`config.mk`:
```
export PLATFORM = sky130hd
export DESIGN_NAME = spl_link
export DESIGN_NICKNAME = d
export VERILOG_FILES = /design/src/hdl/spl_pkg.sv /design/src/hdl/spl_link.sv
export VERILOG_INCLUDE_DIRS = /design/src /design/src/hdl
export SDC_FILE = /design/constraint.sdc
export NUM_CORES = 1
export LEC_CHECK = 0
export ABC_AREA = 1
export BUFFER_PORTS_ARGS = -buffer_cell sky130_fd_sc_hd__buf_4
export CAP_MARGIN = 15
export CELL_PAD_IN_SITES_DETAIL_PLACEMENT = 1
export CELL_PAD_IN_SITES_GLOBAL_PLACEMENT = 1
export CORE_MARGIN = 5
export CORE_UTILIZATION = 50
export CTS_BUF_LIST = sky130_fd_sc_hd__clkbuf_8
export DETAILED_ROUTE_END_ITERATION = 10
export PLACE_DENSITY_LB_ADDON = 0.1
export SLEW_MARGIN = 20
export SYNTH_ARGS = -nofsm -noshare
export SYNTH_HDL_FRONTEND = slang
export SYNTH_SLANG_ARGS = --single-unit
```
`constraint.sdc`:
```
create_clock -name clk_sys -period 14.65 [get_ports clk_sys]
set_input_delay 1.465 -clock clk_sys [delete_from_list [all_inputs] [get_ports clk_sys]]
set_output_delay 1.465 -clock clk_sys [all_outputs]
set_load 0.02 [all_outputs]
```
`src/hdl/spl_params.svh`:
```
// Purpose: Constants of the sensor programming link and lock logic
// Assumes: 100 MHz system clock
// Notes:   Frame layout: 2 sync bits, 3 cmd, 6 addr, [32 data], 3 crc
`ifndef SPL_PARAMS_SVH
`define SPL_PARAMS_SVH
`define SPL_CLK_MHZ        100
`define SPL_ACC_TIMEOUT_MS 70
`define SPL_ACC_TIMEOUT_CYC (`SPL_ACC_TIMEOUT_MS * 1000 * `SPL_CLK_MHZ)
`define SPL_READ_GAP_US    30
`define SPL_READ_GAP_CYC   (`SPL_READ_GAP_US * `SPL_CLK_MHZ)
`define SPL_ADDR_ACCESS    6'h24
`define SPL_CODE_W         30
`define SPL_DATA_W         32
`define SPL_CMD_READ       3'h0
`define SPL_CMD_WRITE      3'h1
`define SPL_CMD_OUT_DIS    3'h2
`define SPL_CMD_OUT_EN     3'h3
`define SPL_CRC_INIT       3'h7
`define SPL_RX_LEN_SH      6'h0c
`define SPL_RX_LEN_WR      6'h2c
`define SPL_TX_LAST        6'h24
`define SPL_TX_SYNC        2'h0
`define SPL_LW_CMD         43:41
`define SPL_LW_ADDR        40:35
`define SPL_LW_DATA        34:3
`define SPL_SH_CMD         11:9
`define SPL_SH_CMD_EARLY   10:8
`define SPL_SH_ADDR        8:3
`endif

```
`src/hdl/spl_pkg.sv`:
```
// Purpose: Types of the sensor programming link and lock logic
// Assumes: Nothing
// Notes:   State machine encodings only
package spl_pkg;
  typedef enum logic [1:0] {RX_IDLE, RX_MEAS, RX_BITS} spl_rx_t;
  typedef enum logic [1:0] {CM_IDLE, CM_PULSE, CM_GAP, CM_TX} spl_cm_t;
endpackage

```
`src/hdl/spl_link.sv`:
```
// Purpose: Programming link, default lock, write lock and supply overrides
// Assumes: srst is the supply power-on reset; comparators are asynchronous
// Notes:   Memory storage lives outside; this block drives its port
//
// What this block does
// - Power-on reset puts the output pin in high impedance.
// - Low-supply detection is on after reset, off when its disable bit is 1.
// - In SENT mode a low supply sets a SENT status bit.
// - Outside SENT mode a low supply forces the output low.
// - Select bit picks high or low overvoltage trip level.
// - Overvoltage grounds PWM output, or sets SENT status in SENT mode.
// - All memory reads and writes are refused until the lock opens.
// - Access code written to 0x24 in time opens the lock.
// - Missing the power-up window blocks access for the whole session.
// - Every power cycle re-arms the default lock.
// - Active write lock refuses writes and access-code unlocking.
// - Active write lock also blocks reads, as the lock never opens.
// - Mid-bit rising edge is 0, falling edge is 1.
// - Address and data are sent most significant bit first.
// - Device only transmits in answer to a controller command.
// - Decode read, write, access-code, output disable and enable.
// - Only a read gets an answer, a read-acknowledge frame.
// - Commands arrive on supply; answers leave on the output pin.
// - Writes commit only after two programming pulses on the output.
// - Only a device seeing programming pulses accepts the write.
// - Three-bit CRC x^3+x+1, preset 111, over command, address and data bits; answer CRC over data bits only.
// - Normal output is off from read command until the answer ends.
// - Bit rate follows the controller, 4 to 100 kbps.
`include "spl_params.svh"
`timescale 1ns/1ps
`default_nettype none

module spl_link #(
  parameter int                      PW              = 17,
  parameter int                      ACC_TIMEOUT_CYC = `SPL_ACC_TIMEOUT_CYC,
  // Arbitrary value, not taken from any part
  parameter logic [`SPL_CODE_W-1:0]  ACCESS_CODE     = 30'h0a5c3e17
) (
  input  wire logic                   clk_sys,
  input  wire logic                   srst,
  input  wire logic                   ce,
  input  wire logic                   vcc_man_in,
  input  wire logic                   prog_pulse_in,
  input  wire logic                   low_supply_detect,
  input  wire logic                   ov_high_in,
  input  wire logic                   ov_low_in,
  input  wire logic                   sent_mode,
  input  wire logic                   norm_out,
  input  wire logic                   low_supply_detect_disable,
  input  wire logic                   overvoltage_level_low_select,
  input  wire logic                   permanent_write_lock,
  input  wire logic [`SPL_DATA_W-1:0] mem_rdata,
  output logic                        out_o,
  output logic                        out_oe,
  output logic                        sent_lsd_flag,
  output logic                        sent_ov_flag,
  output logic [5:0]                  mem_addr,
  output logic [`SPL_DATA_W-1:0]      mem_wdata,
  output logic                        mem_we,
  output logic                        mem_re,
  output logic                        unlocked,
  output logic                        access_expired
);

  localparam int AW = $clog2(ACC_TIMEOUT_CYC + 1);

  logic [4:0]             s1_r;
  logic [4:0]             s2_r;
  logic                   man_d_r;
  logic                   prog_d_r;
  logic                   init_r;
  logic                   wlock_r;
  logic                   unlock_r;
  logic                   expired_r;
  logic [AW-1:0]          acc_cnt_r;
  spl_pkg::spl_rx_t       rx_st_r;
  logic [PW-1:0]          tmr_r;
  logic [PW-1:0]          per_r;
  logic [5:0]             rx_n_r;
  logic [43:0]            rx_sh_r;
  logic [2:0]             rx_crc_r;
  logic                   rx_done_r;
  logic                   rx_ok_r;
  logic                   rx_long_r;
  spl_pkg::spl_cm_t       cm_st_r;
  logic                   acc_ok_r;
  logic                   outdis_r;
  logic                   pcnt_r;
  logic [15:0]            gap_r;
  logic [36:0]            tx_sh_r;
  logic [5:0]             tx_n_r;
  logic                   tx_half_r;
  logic [PW-1:0]          tx_tmr_r;
  logic                   man;
  logic                   rise;
  logic                   fall;
  logic                   p_fall;
  logic                   lsd_act;
  logic                   ov_act;
  logic [2:0]             crc_nxt;
  logic [5:0]             rx_n_nxt;
  logic [2:0]             cmd_w;
  logic [5:0]             addr_w;
  logic [`SPL_DATA_W-1:0] data_w;

  // CRC x^3+x+1, one bit per step
  function automatic logic [2:0] spl_crc_step(input logic [2:0] c, input logic b);
    logic fb;
    fb = c[2] ^ b;
    return {c[1], c[0] ^ fb, fb};
  endfunction

  // CRC of a whole data word, MSB first
  function automatic logic [2:0] spl_crc_word(input logic [`SPL_DATA_W-1:0] d);
    logic [2:0] c;
    c = `SPL_CRC_INIT;
    for (int i = `SPL_DATA_W - 1; i >= 0; i--) begin
      c = spl_crc_step(c, d[i]);
    end
    return c;
  endfunction

  //--------------------------------------------------------------
  // Input synchronisers and edges
  //--------------------------------------------------------------
  // Two flops on every asynchronous comparator input
  always_ff @(posedge clk_sys) begin
    if (srst) begin
      s1_r     <= 5'h00;
      s2_r     <= 5'h00;
      man_d_r  <= 1'b0;
      prog_d_r <= 1'b0;
    end else if (ce) begin
      s1_r     <= {vcc_man_in, prog_pulse_in, low_supply_detect, ov_high_in, ov_low_in};
      s2_r     <= s1_r;
      man_d_r  <= s2_r[4];
      prog_d_r <= s2_r[3];
    end
  end

  // Edge and condition terms
  assign man     = s2_r[4];
  assign rise    = man & ~man_d_r;
  assign fall    = ~man & man_d_r;
  assign p_fall  = ~s2_r[3] & prog_d_r;
  assign lsd_act = s2_r[2] & ~low_supply_detect_disable;
  assign ov_act  = overvoltage_level_low_select ? s2_r[0] : s2_r[1];
  assign crc_nxt = spl_crc_step(rx_crc_r, fall);
  assign rx_n_nxt = rx_n_r + 6'h01;
  assign cmd_w   = rx_long_r ? rx_sh_r[`SPL_LW_CMD] : rx_sh_r[`SPL_SH_CMD];
  assign addr_w  = rx_long_r ? rx_sh_r[`SPL_LW_ADDR] : rx_sh_r[`SPL_SH_ADDR];
  assign data_w  = rx_sh_r[`SPL_LW_DATA];

  //--------------------------------------------------------------
  // Power session: lock window and write lock
  //--------------------------------------------------------------
  // Write lock caught once after reset release; lock re-armed by reset
  always_ff @(posedge clk_sys) begin
    if (srst) begin
      init_r   <= 1'b0;
      wlock_r  <= 1'b0;
      unlock_r <= 1'b0;
    end else if (ce) begin
      if (!init_r) begin
        init_r  <= 1'b1;
        wlock_r <= permanent_write_lock;
      end
      if (acc_ok_r) begin
        unlock_r <= 1'b1;
      end
    end
  end

  // Access window timer from power-up
  always_ff @(posedge clk_sys) begin
    if (srst) begin
      acc_cnt_r <= '0;
      expired_r <= 1'b0;
    end else if (ce && !expired_r) begin
      if (acc_cnt_r == AW'(ACC_TIMEOUT_CYC - 1)) begin
        expired_r <= 1'b1;
      end else begin
        acc_cnt_r <= acc_cnt_r + 1'b1;
      end
    end
  end

  //--------------------------------------------------------------
  // Manchester receiver on the supply line
  //--------------------------------------------------------------
  // Sync measures the period; mid-bit edges sampled after 3/4 period
  always_ff @(posedge clk_sys) begin
    if (srst) begin
      rx_st_r   <= spl_pkg::RX_IDLE;
      tmr_r     <= '0;
      per_r     <= '0;
      rx_n_r    <= 6'h00;
      rx_sh_r   <= 44'h0;
      rx_crc_r  <= `SPL_CRC_INIT;
      rx_done_r <= 1'b0;
      rx_ok_r   <= 1'b0;
      rx_long_r <= 1'b0;
    end else if (ce) begin
      rx_done_r <= 1'b0;
      if (!(&tmr_r)) begin
        tmr_r <= tmr_r + 1'b1;
      end
      unique case (rx_st_r)
        spl_pkg::RX_IDLE: begin
          if (rise) begin
            tmr_r   <= '0;
            rx_st_r <= spl_pkg::RX_MEAS;
          end
        end
        spl_pkg::RX_MEAS: begin
          if (rise) begin
            per_r    <= tmr_r + 1'b1;
            tmr_r    <= '0;
            rx_n_r   <= 6'h00;
            rx_crc_r <= `SPL_CRC_INIT;
            rx_st_r  <= spl_pkg::RX_BITS;
          end else if (&tmr_r) begin
            rx_st_r <= spl_pkg::RX_IDLE;
          end
        end
        spl_pkg::RX_BITS: begin
          if ((rise || fall) && tmr_r >= per_r - (per_r >> 2)) begin
            rx_sh_r  <= {rx_sh_r[42:0], fall};
            rx_crc_r <= crc_nxt;
            rx_n_r   <= rx_n_nxt;
            tmr_r    <= '0;
            if ((rx_n_nxt == `SPL_RX_LEN_SH && rx_sh_r[`SPL_SH_CMD_EARLY] != `SPL_CMD_WRITE) ||
                rx_n_nxt == `SPL_RX_LEN_WR) begin
              rx_done_r <= 1'b1;
              rx_ok_r   <= (crc_nxt == 3'h0);
              rx_long_r <= (rx_n_nxt == `SPL_RX_LEN_WR);
              rx_st_r   <= spl_pkg::RX_IDLE;
            end
          end else if (tmr_r > per_r + (per_r >> 2)) begin
            rx_st_r <= spl_pkg::RX_IDLE;
          end
        end
      endcase
    end
  end

  //--------------------------------------------------------------
  // Command handling, write commit and read answer
  //--------------------------------------------------------------
  // Decode, programming pulse count, read gap and Manchester transmit
  always_ff @(posedge clk_sys) begin
    if (srst) begin
      cm_st_r   <= spl_pkg::CM_IDLE;
      acc_ok_r  <= 1'b0;
      outdis_r  <= 1'b0;
      pcnt_r    <= 1'b0;
      gap_r     <= 16'h0000;
      tx_sh_r   <= 37'h0;
      tx_n_r    <= 6'h00;
      tx_half_r <= 1'b0;
      tx_tmr_r  <= '0;
      mem_addr  <= 6'h00;
      mem_wdata <= '0;
      mem_we    <= 1'b0;
      mem_re    <= 1'b0;
    end else if (ce) begin
      mem_we   <= 1'b0;
      mem_re   <= 1'b0;
      acc_ok_r <= 1'b0;
      unique case (cm_st_r)
        spl_pkg::CM_IDLE, spl_pkg::CM_PULSE: begin
          if (cm_st_r == spl_pkg::CM_PULSE && p_fall) begin
            pcnt_r <= 1'b1;
            if (pcnt_r) begin
              mem_we  <= 1'b1;
              cm_st_r <= spl_pkg::CM_IDLE;
            end
          end
          if (rx_done_r && rx_ok_r) begin
            cm_st_r <= spl_pkg::CM_IDLE;
            case (cmd_w)
              `SPL_CMD_READ: begin
                if (unlock_r) begin
                  mem_addr <= addr_w;
                  mem_re   <= 1'b1;
                  gap_r    <= 16'h0000;
                  cm_st_r  <= spl_pkg::CM_GAP;
                end
              end
              `SPL_CMD_WRITE: begin
                if (rx_long_r && addr_w == `SPL_ADDR_ACCESS &&
                    data_w[`SPL_CODE_W-1:0] == ACCESS_CODE) begin
                  acc_ok_r <= !expired_r && !wlock_r;
                end else if (rx_long_r && unlock_r && !wlock_r) begin
                  mem_addr  <= addr_w;
                  mem_wdata <= data_w;
                  pcnt_r    <= 1'b0;
                  cm_st_r   <= spl_pkg::CM_PULSE;
                end
              end
              `SPL_CMD_OUT_DIS: begin
                if (unlock_r) begin
                  outdis_r <= 1'b1;
                end
              end
              `SPL_CMD_OUT_EN: begin
                if (unlock_r) begin
                  outdis_r <= 1'b0;
                end
              end
              default: begin
              end
            endcase
          end
        end
        spl_pkg::CM_GAP: begin
          gap_r <= gap_r + 16'h0001;
          if (gap_r == 16'(`SPL_READ_GAP_CYC - 1)) begin
            tx_sh_r   <= {`SPL_TX_SYNC, mem_rdata, spl_crc_word(mem_rdata)};
            tx_n_r    <= 6'h00;
            tx_half_r <= 1'b0;
            tx_tmr_r  <= '0;
            cm_st_r   <= spl_pkg::CM_TX;
          end
        end
        spl_pkg::CM_TX: begin
          tx_tmr_r <= tx_tmr_r + 1'b1;
          if (tx_tmr_r >= (per_r >> 1) - 1'b1) begin
            tx_tmr_r  <= '0;
            tx_half_r <= ~tx_half_r;
            if (tx_half_r) begin
              tx_sh_r <= {tx_sh_r[35:0], 1'b0};
              tx_n_r  <= tx_n_r + 6'h01;
              if (tx_n_r == `SPL_TX_LAST) begin
                cm_st_r <= spl_pkg::CM_IDLE;
              end
            end
          end
        end
      endcase
    end
  end

  //--------------------------------------------------------------
  // Output pin and SENT status
  //--------------------------------------------------------------
  // Answer frame first, then read gap held low, then disables, then supply overrides
  always_ff @(posedge clk_sys) begin
    if (srst) begin
      out_o         <= 1'b0;
      out_oe        <= 1'b0;
      sent_lsd_flag <= 1'b0;
      sent_ov_flag  <= 1'b0;
    end else if (ce) begin
      sent_lsd_flag <= sent_mode & lsd_act;
      sent_ov_flag  <= sent_mode & ov_act;
      if (cm_st_r == spl_pkg::CM_TX) begin
        out_oe <= 1'b1;
        out_o  <= tx_half_r ? ~tx_sh_r[36] : tx_sh_r[36];
      end else if (cm_st_r == spl_pkg::CM_GAP) begin
        out_oe <= 1'b1;
        out_o  <= 1'b0;
      end else if (outdis_r || cm_st_r == spl_pkg::CM_PULSE) begin
        out_oe <= 1'b0;
        out_o  <= 1'b0;
      end else if (!sent_mode && (ov_act || lsd_act)) begin
        out_oe <= 1'b1;
        out_o  <= 1'b0;
      end else begin
        out_oe <= 1'b1;
        out_o  <= norm_out;
      end
    end
  end

  // Status straight from the session flops
  assign unlocked       = unlock_r;
  assign access_expired = expired_r;
endmodule

`default_nettype wire

```
==> run metrics, run 1 <==
run status finished clean; share of cells above drive strength 1 10.4%; post-synth cell types 45; Post-DRT Antenna Nets 0; Sw Pwr 0.544 mW; diodes inserted 0; Synth top area share 35.9%; final hold violation count 0; Die Ht 179 um; Total GRT Usage 25.1%; most frequent cells in the layout nand2_1 (356), dfxtp_1 (257), inv_1 (238), o21ai_0 (234), a21oi_1 (220); peak supply drop 0.0690 mV; hpwl dp 29300 um; WP data required 15.07 ns; CP Capture Type register; Area contributors post-synth dfxtp_1 (36%), nand2_1 (9.4%), ha_1 (8.5%); core region area 28500 um^2; CTS clk-pin slew, worst paths 0.06 ns; clock network power share 40.6%; Yosys top cell by area dfxtp_1; drt total wl 40500 um; # rows 62; Nets 2239; Clock Tree Root clkbuf_8; H-tree levels 2; Pwr Density 108 nW/um^2; Initial DRC Count 584; met2 WL post-DR 19800 um; wire length on met3 1470 um; clk sinks 257; Setup CP Type reg -> reg; Fillers 3793; Synth Warn # 0; combinational fraction of design power 19.1%; FF+latch count, synth 257; Via Count 13800; Avg Cell Area, Syn 7.11 um^2; LEAKAGE 7.14 nW; Slew headroom 37.6%; Layout area overhead 14.0%; Cell Int Power 1.22 mW; Crit-path slowest cell buf_4; commonest non-fill, non-tap cell in the layout nand2_1; # Post-CTS Setup Buffers 0; boundary pin count 91; Netlist Area Pre-Place 14300 um^2; Synth Instances 2016; WP data arrival 6.45 ns; worst slew pin tran 0.931 ns; Highest Signal Layer met5; fin. max-slew vios 0; vias per cell 5.49; largest net degree at the start of global routing 81; M1 WL 18200 um; WL per Instance 16.1 um; Starting Density 50.3%; multi-input combinational cell area 8070 um^2; Critical Path Start Type register; clk_lat worst skew 0.58 ns; # resized after CTS 0; Net Sw Frac 30.8%; unrepaired setup endpoints after global routing no; TritonCTS clock tree built; die width 179 um; drt drc 0; Num CTS Buffers 44; vias in the first global route 14300; Reg power frac 40.2%; final hold slack 0.449 ns; drt pass-1 iters 4; gpl congestion 0.843; die area 32100 um^2; GRT overflow 0; Max Cap Viol 0; cts hold-fix bufs 0; CP max stage delay 0.54 ns; Worst Clk Skew 0.0316 ns; sequential-to-total area share from yosys stat 35.9%; number of port buffers 90; crit share post-route 41.2%; final setup fails 0; register area 5140 um^2; worst hold path type reg -> reg; CP Max Fanout 80; most numerous cell on the critical path a21oi_1; post-route minimum period 6.03 ns; fmax 0.166 GHz; Bufs on Longest Clock Path 3; initial antenna violation count 1; first-pass GRT wire length 67800 um; syn_nets 2160; Fin Setup TNS 0 ns
path summary, 6_finish.rpt:
kind / slack, ns / start / end / cells after the start
max: 8.62 / per_r[3] / rx_ok_r / 33
min: 0.45 / tx_sh_r[28] / tx_sh_r[28] / 2
min reg2reg: 0.45 / tx_sh_r[28] / tx_sh_r[28] / 2
max reg2reg: 8.62 / per_r[3] / rx_ok_r / 33
worst max-delay path: cells and delay by family (launching register included):
family | cells | cell delay, ns
xor gates and xnor gates | 1 | 0.15
DFF | 1 | 0.49
and+or+nand+nor | 9 | 1.07
adders and majority gates | 2 | 0.65
AOI/OAI and AO/OA | 16 | 2.23
buffers and inverters | 5 | 1.29
per-stage QoR:
step / area (um^2) / worst slack (ns) / power, mW / cells / utilization, %
detailed placement: 15300 / 8.64 / 1.06 / 2432 / 53.8
floorplan: 14300 / 9.90 / 0.977 / 2016 / -
finish: 16300 / 8.62 / 1.77 / 2515 / 57.4
global route: 16300 / 8.08 / 1.87 / 2515 / 57.4
global placement: 15300 / 9.01 / 1.04 / 2432 / 53.8
CTS: 16300 / 8.61 / 1.78 / 2514 / 57.3
power groups by stage:
stage	clock network, mW	logic, mW	registers (mW)
floorplan	0	0.252	0.725
global placement	0	0.317	0.725
detailed placement	0	0.336	0.726
CTS	0.733	0.339	0.710
global route	0.768	0.386	0.711
finish	0.717	0.338	0.710
kinds of logic (layout without fill, tap and decap cells):
logic type / Yosys count / count (layout) / share of synthesized area, %
adders and majority gates: 99 / 99 / 8.75
xor gates and xnor gates: 71 / 71 / 4.34
and+or+nand+nor: 743 / 743 / 22.5
buffers and inverters: 306 / 421 / 8.02
DFF: 257 / 257 / 35.9
AOI/OAI and AO/OA: 540 / 540 / 20.5
cell type report:
cell class                      count  area share [%]
Timing Repair Buffer               98            4.58
Inverter                          241            5.55
Clock buffer                       56            4.72
Multi-Input combinational cell   1453            49.4
Tap cell                          384            2.94
Sequential cell                   257            31.5
Clock inverter                     26            1.33
routing by layer:
metal / GRT usage (%) / up-vias
met4: 6.89 / 2
met1: 31.4 / 6604
met5: 0 / -
met2: 45.1 / 209
met3: 3.63 / 77
li1: - / 6915
cell usage after synthesis, drive strengths merged:
cell	instances
and2	3
a31oi	5
o21ai	235
a2111oi	1
clkinv	3
a311oi	2
nor2	142
o22ai	4
a211oi	10
or2	5
a41oi	1
nor4	12
clkbuf	62
and3	3
o21bai	20
a21o	1
xor2	60
inv	238
a221oi	3
nand4	22
buf	3
fa	2
xnor2	11
o21a	9
o211ai	14
a22oi	1
nand3b	2
a311o	1
a211o	1
a32oi	1
o221ai	1
a2bb2oi	1
nand3	133
ha	97
nor3b	6
dfxtp	257
a21oi	220
nand2	384
a31o	1
o2111ai	8
nor3	31
flip-flops by register name, summed over array words and instances, names as in the netlist, 2 cells and up:
| name | count |
|---|---|
| tx_tmr_r | 17 |
| cm_st_r | 2 |
| tmr_r | 17 |
| s2_r | 5 |
| rx_st_r | 2 |
| gap_r | 16 |
| rx_sh_r | 44 |
| acc_cnt_r | 23 |
| rx_crc_r | 3 |
| tx_sh_r | 37 |
| mem_wdata | 32 |
| mem_addr | 6 |
| tx_n_r | 6 |
| s1_r | 5 |
| per_r | 17 |
| rx_n_r | 6 |
(Power assumes the default switching activity.)
==> inputs of run 2 (changes only) <==
Settings changed: CORE_UTILIZATION 50 to 42.
Clock period 14.65 ns to 5.1 ns, I/O delays scaled along.
==> run 2 against run 1 <==
Maximum frequency is 27% higher. Wire length is 1.6% higher. Total power grew to 2.9 times the previous value. Count of clock-buffer cells in the layout is 6 higher. First-iteration DRC count is 15% lower. Critical path depth is 3 lower. Global-route usage is 4.0 points lower. Largest power group unchanged.
==> run metrics, run 2 (synthesis results as in run 1) <==
run status finished clean; hpwl dp 30300 um; CTS clk-pin slew, worst paths 0.06 ns; peak supply drop 0.157 mV; commonest non-fill, non-tap cell in the layout nand2_1; origin of the critical flop-to-flop path per_r[2]; Hold Path Cell Cnt 3; clock network power share 40.4%; clk sinks 257; Post-DRT Antenna Nets 0; LEAKAGE 7.34 nW; worst r2r dst rx_n_r[0]; initial antenna violation count 0; H-tree levels 2; Slew headroom 47.7%; drt drc 0; Worst R2R Path Depth 30; drt pass-1 iters 4; Cell Int Power 3.52 mW; WL per Instance 15.8 um; CP Capture Type register; Via Count 13800; CP max stage delay 0.38 ns; fmax 0.210 GHz; Clock Tree Root clkbuf_8; most frequent cells in the layout nand2_1 (356), dfxtp_1 (255), inv_1 (242), o21ai_0 (230), a21oi_1 (215); gpl congestion 0.823; final setup fails 0; Top reg by flops rx_sh_r; Sw Pwr 1.57 mW; Setup crit start per_r[2]; crit path buf inv count 3; core region area 33600 um^2; placed instance area 15600 um^2; Die Ht 195 um; clk_lat worst skew 0.59 ns; largest net degree at the start of global routing 80; Finished Cell Area 16800 um^2; diodes inserted 0; Nets 2270; fin. max-slew vios 0; Num CTS Buffers 47; Fillers 4341; Worst Clk Skew 0.0258 ns; combinational fraction of design power 19.6%; Crit. path cell count 30; Fin Setup TNS 0 ns; cts hold-fix bufs 0; number of port buffers 90; delay-heaviest family, CP compound AO/OA/AOI/OAI gates; vias in the first global route 14300; die area 37900 um^2; crit path to rx_n_r[0]; vias per cell 5.28; Starting Density 42.6%; drt total wl 41200 um; worst hold path type in -> reg; Max Cap Viol 0; Reg power frac 40.0%; post-route minimum period 4.77 ns; first-pass GRT wire length 68900 um; Initial DRC Count 499; Setup CP Type reg -> reg; max FFs per register 44; Layout area overhead 17.1%; TritonCTS clock tree built; boundary pin count 91; Pwr Density 304 nW/um^2; Finished Core Util 49.9%; GRT overflow 0; Top Registers rx_sh_r (44), tx_sh_r (37), mem_wdata (32); Reg2Reg Setup Slack 0.33 ns; Bufs on Longest Clock Path 3; Total GRT Usage 21.1%; WP data arrival 5.28 ns; # rows 67; Crit-path slowest cell dfxtp_4; most numerous cell on the critical path a21oi_2; Net Sw Frac 30.8%; die width 195 um; Critical Path Start Type register; Power Total 5.09 mW; crit share post-route 93.4%; worst slew pin tran 0.784 ns; CP Max Fanout 5; share of cells above drive strength 1 12.7%; WP data required 5.61 ns; final hold violation count 0
==> run 2: cell count changes in the layout (fill, tap and decap cells not counted), sizes merged <==
cell / before / now
inv: 247 / 256
clkbuf: 56 / 62
clkinvlp: 2 / 0
bufinv: 3 / 1
buf: 98 / 126
clkinv: 15 / 7
==> run 2: how the worst min path moves through the flow <==
| stage | start | end |
|---|---|---|
| after floorplan | tx_sh_r[2] | tx_sh_r[2] |
| after global placement | tx_sh_r[32] | tx_sh_r[32] |
| after detailed placement | tx_sh_r[31] | tx_sh_r[31] |
| after CTS | vcc_man_in | s1_r[4] |
| after global routing | vcc_man_in | s1_r[4] |
| final | vcc_man_in | s1_r[4] |
==> run 2: what timing repair did <==
item	4_1_cts	5_1_grt
resized for setup	4	33
pin swaps	7	14
setup buffers	3	6
endpoints found under the setup margin	12	113
cloned	0	0
==> run 2: power groups by stage <==
stage / registers (mW) / logic (mW) / clock network [mW]
6_report: 2.04 / 0.999 / 2.06
5_1_grt: 2.04 / 1.15 / 2.21
4_1_cts: 2.04 / 0.986 / 2.12
3_5_place_dp: 2.08 / 0.972 / 0
3_3_place_gp: 2.08 / 0.929 / 0
2_1_floorplan: 2.08 / 0.724 / 0
==> run 2: metal layers <==
layer | up-vias | GRT usage [%] | routed length [um]
met5 | - | 0 | 0
met4 | 0 | 4.87 | 774
met3 | 53 | 3.06 | 1160
met2 | 140 | 36.9 | 20000
met1 | 6606 | 27.7 | 19200
li1 | 6985 | - | -
==> run 2: area by class of cell <==
type | instances | area (um^2) | area share (%)
inverter | 241 | 906 | 5.40
multi-input combinational | 1453 | 8180 | 48.7
clock inverter | 23 | 135 | 0.805
clock buffer | 62 | 853 | 5.09
sequential | 257 | 5150 | 30.7
tap | 448 | 561 | 3.34
timing repair buffer | 126 | 995 | 5.93
==> run 2: worst min-delay path: stages <==
cell and delay (ns):
buf_4 0.08, nor2_1 0.03, nor2_1 0.09
==> run 2: through the flow <==
stage	instances	hold WS [ns]	worst slack (ns)
after floorplan	2016	0.422	0.351
after global placement	2515	0.433	0.183
after detailed placement	2515	0.446	-0.125
after CTS	2603	0.124	0.00408
after global routing	2610	0.138	-0.0903
final	2610	0.166	0.334
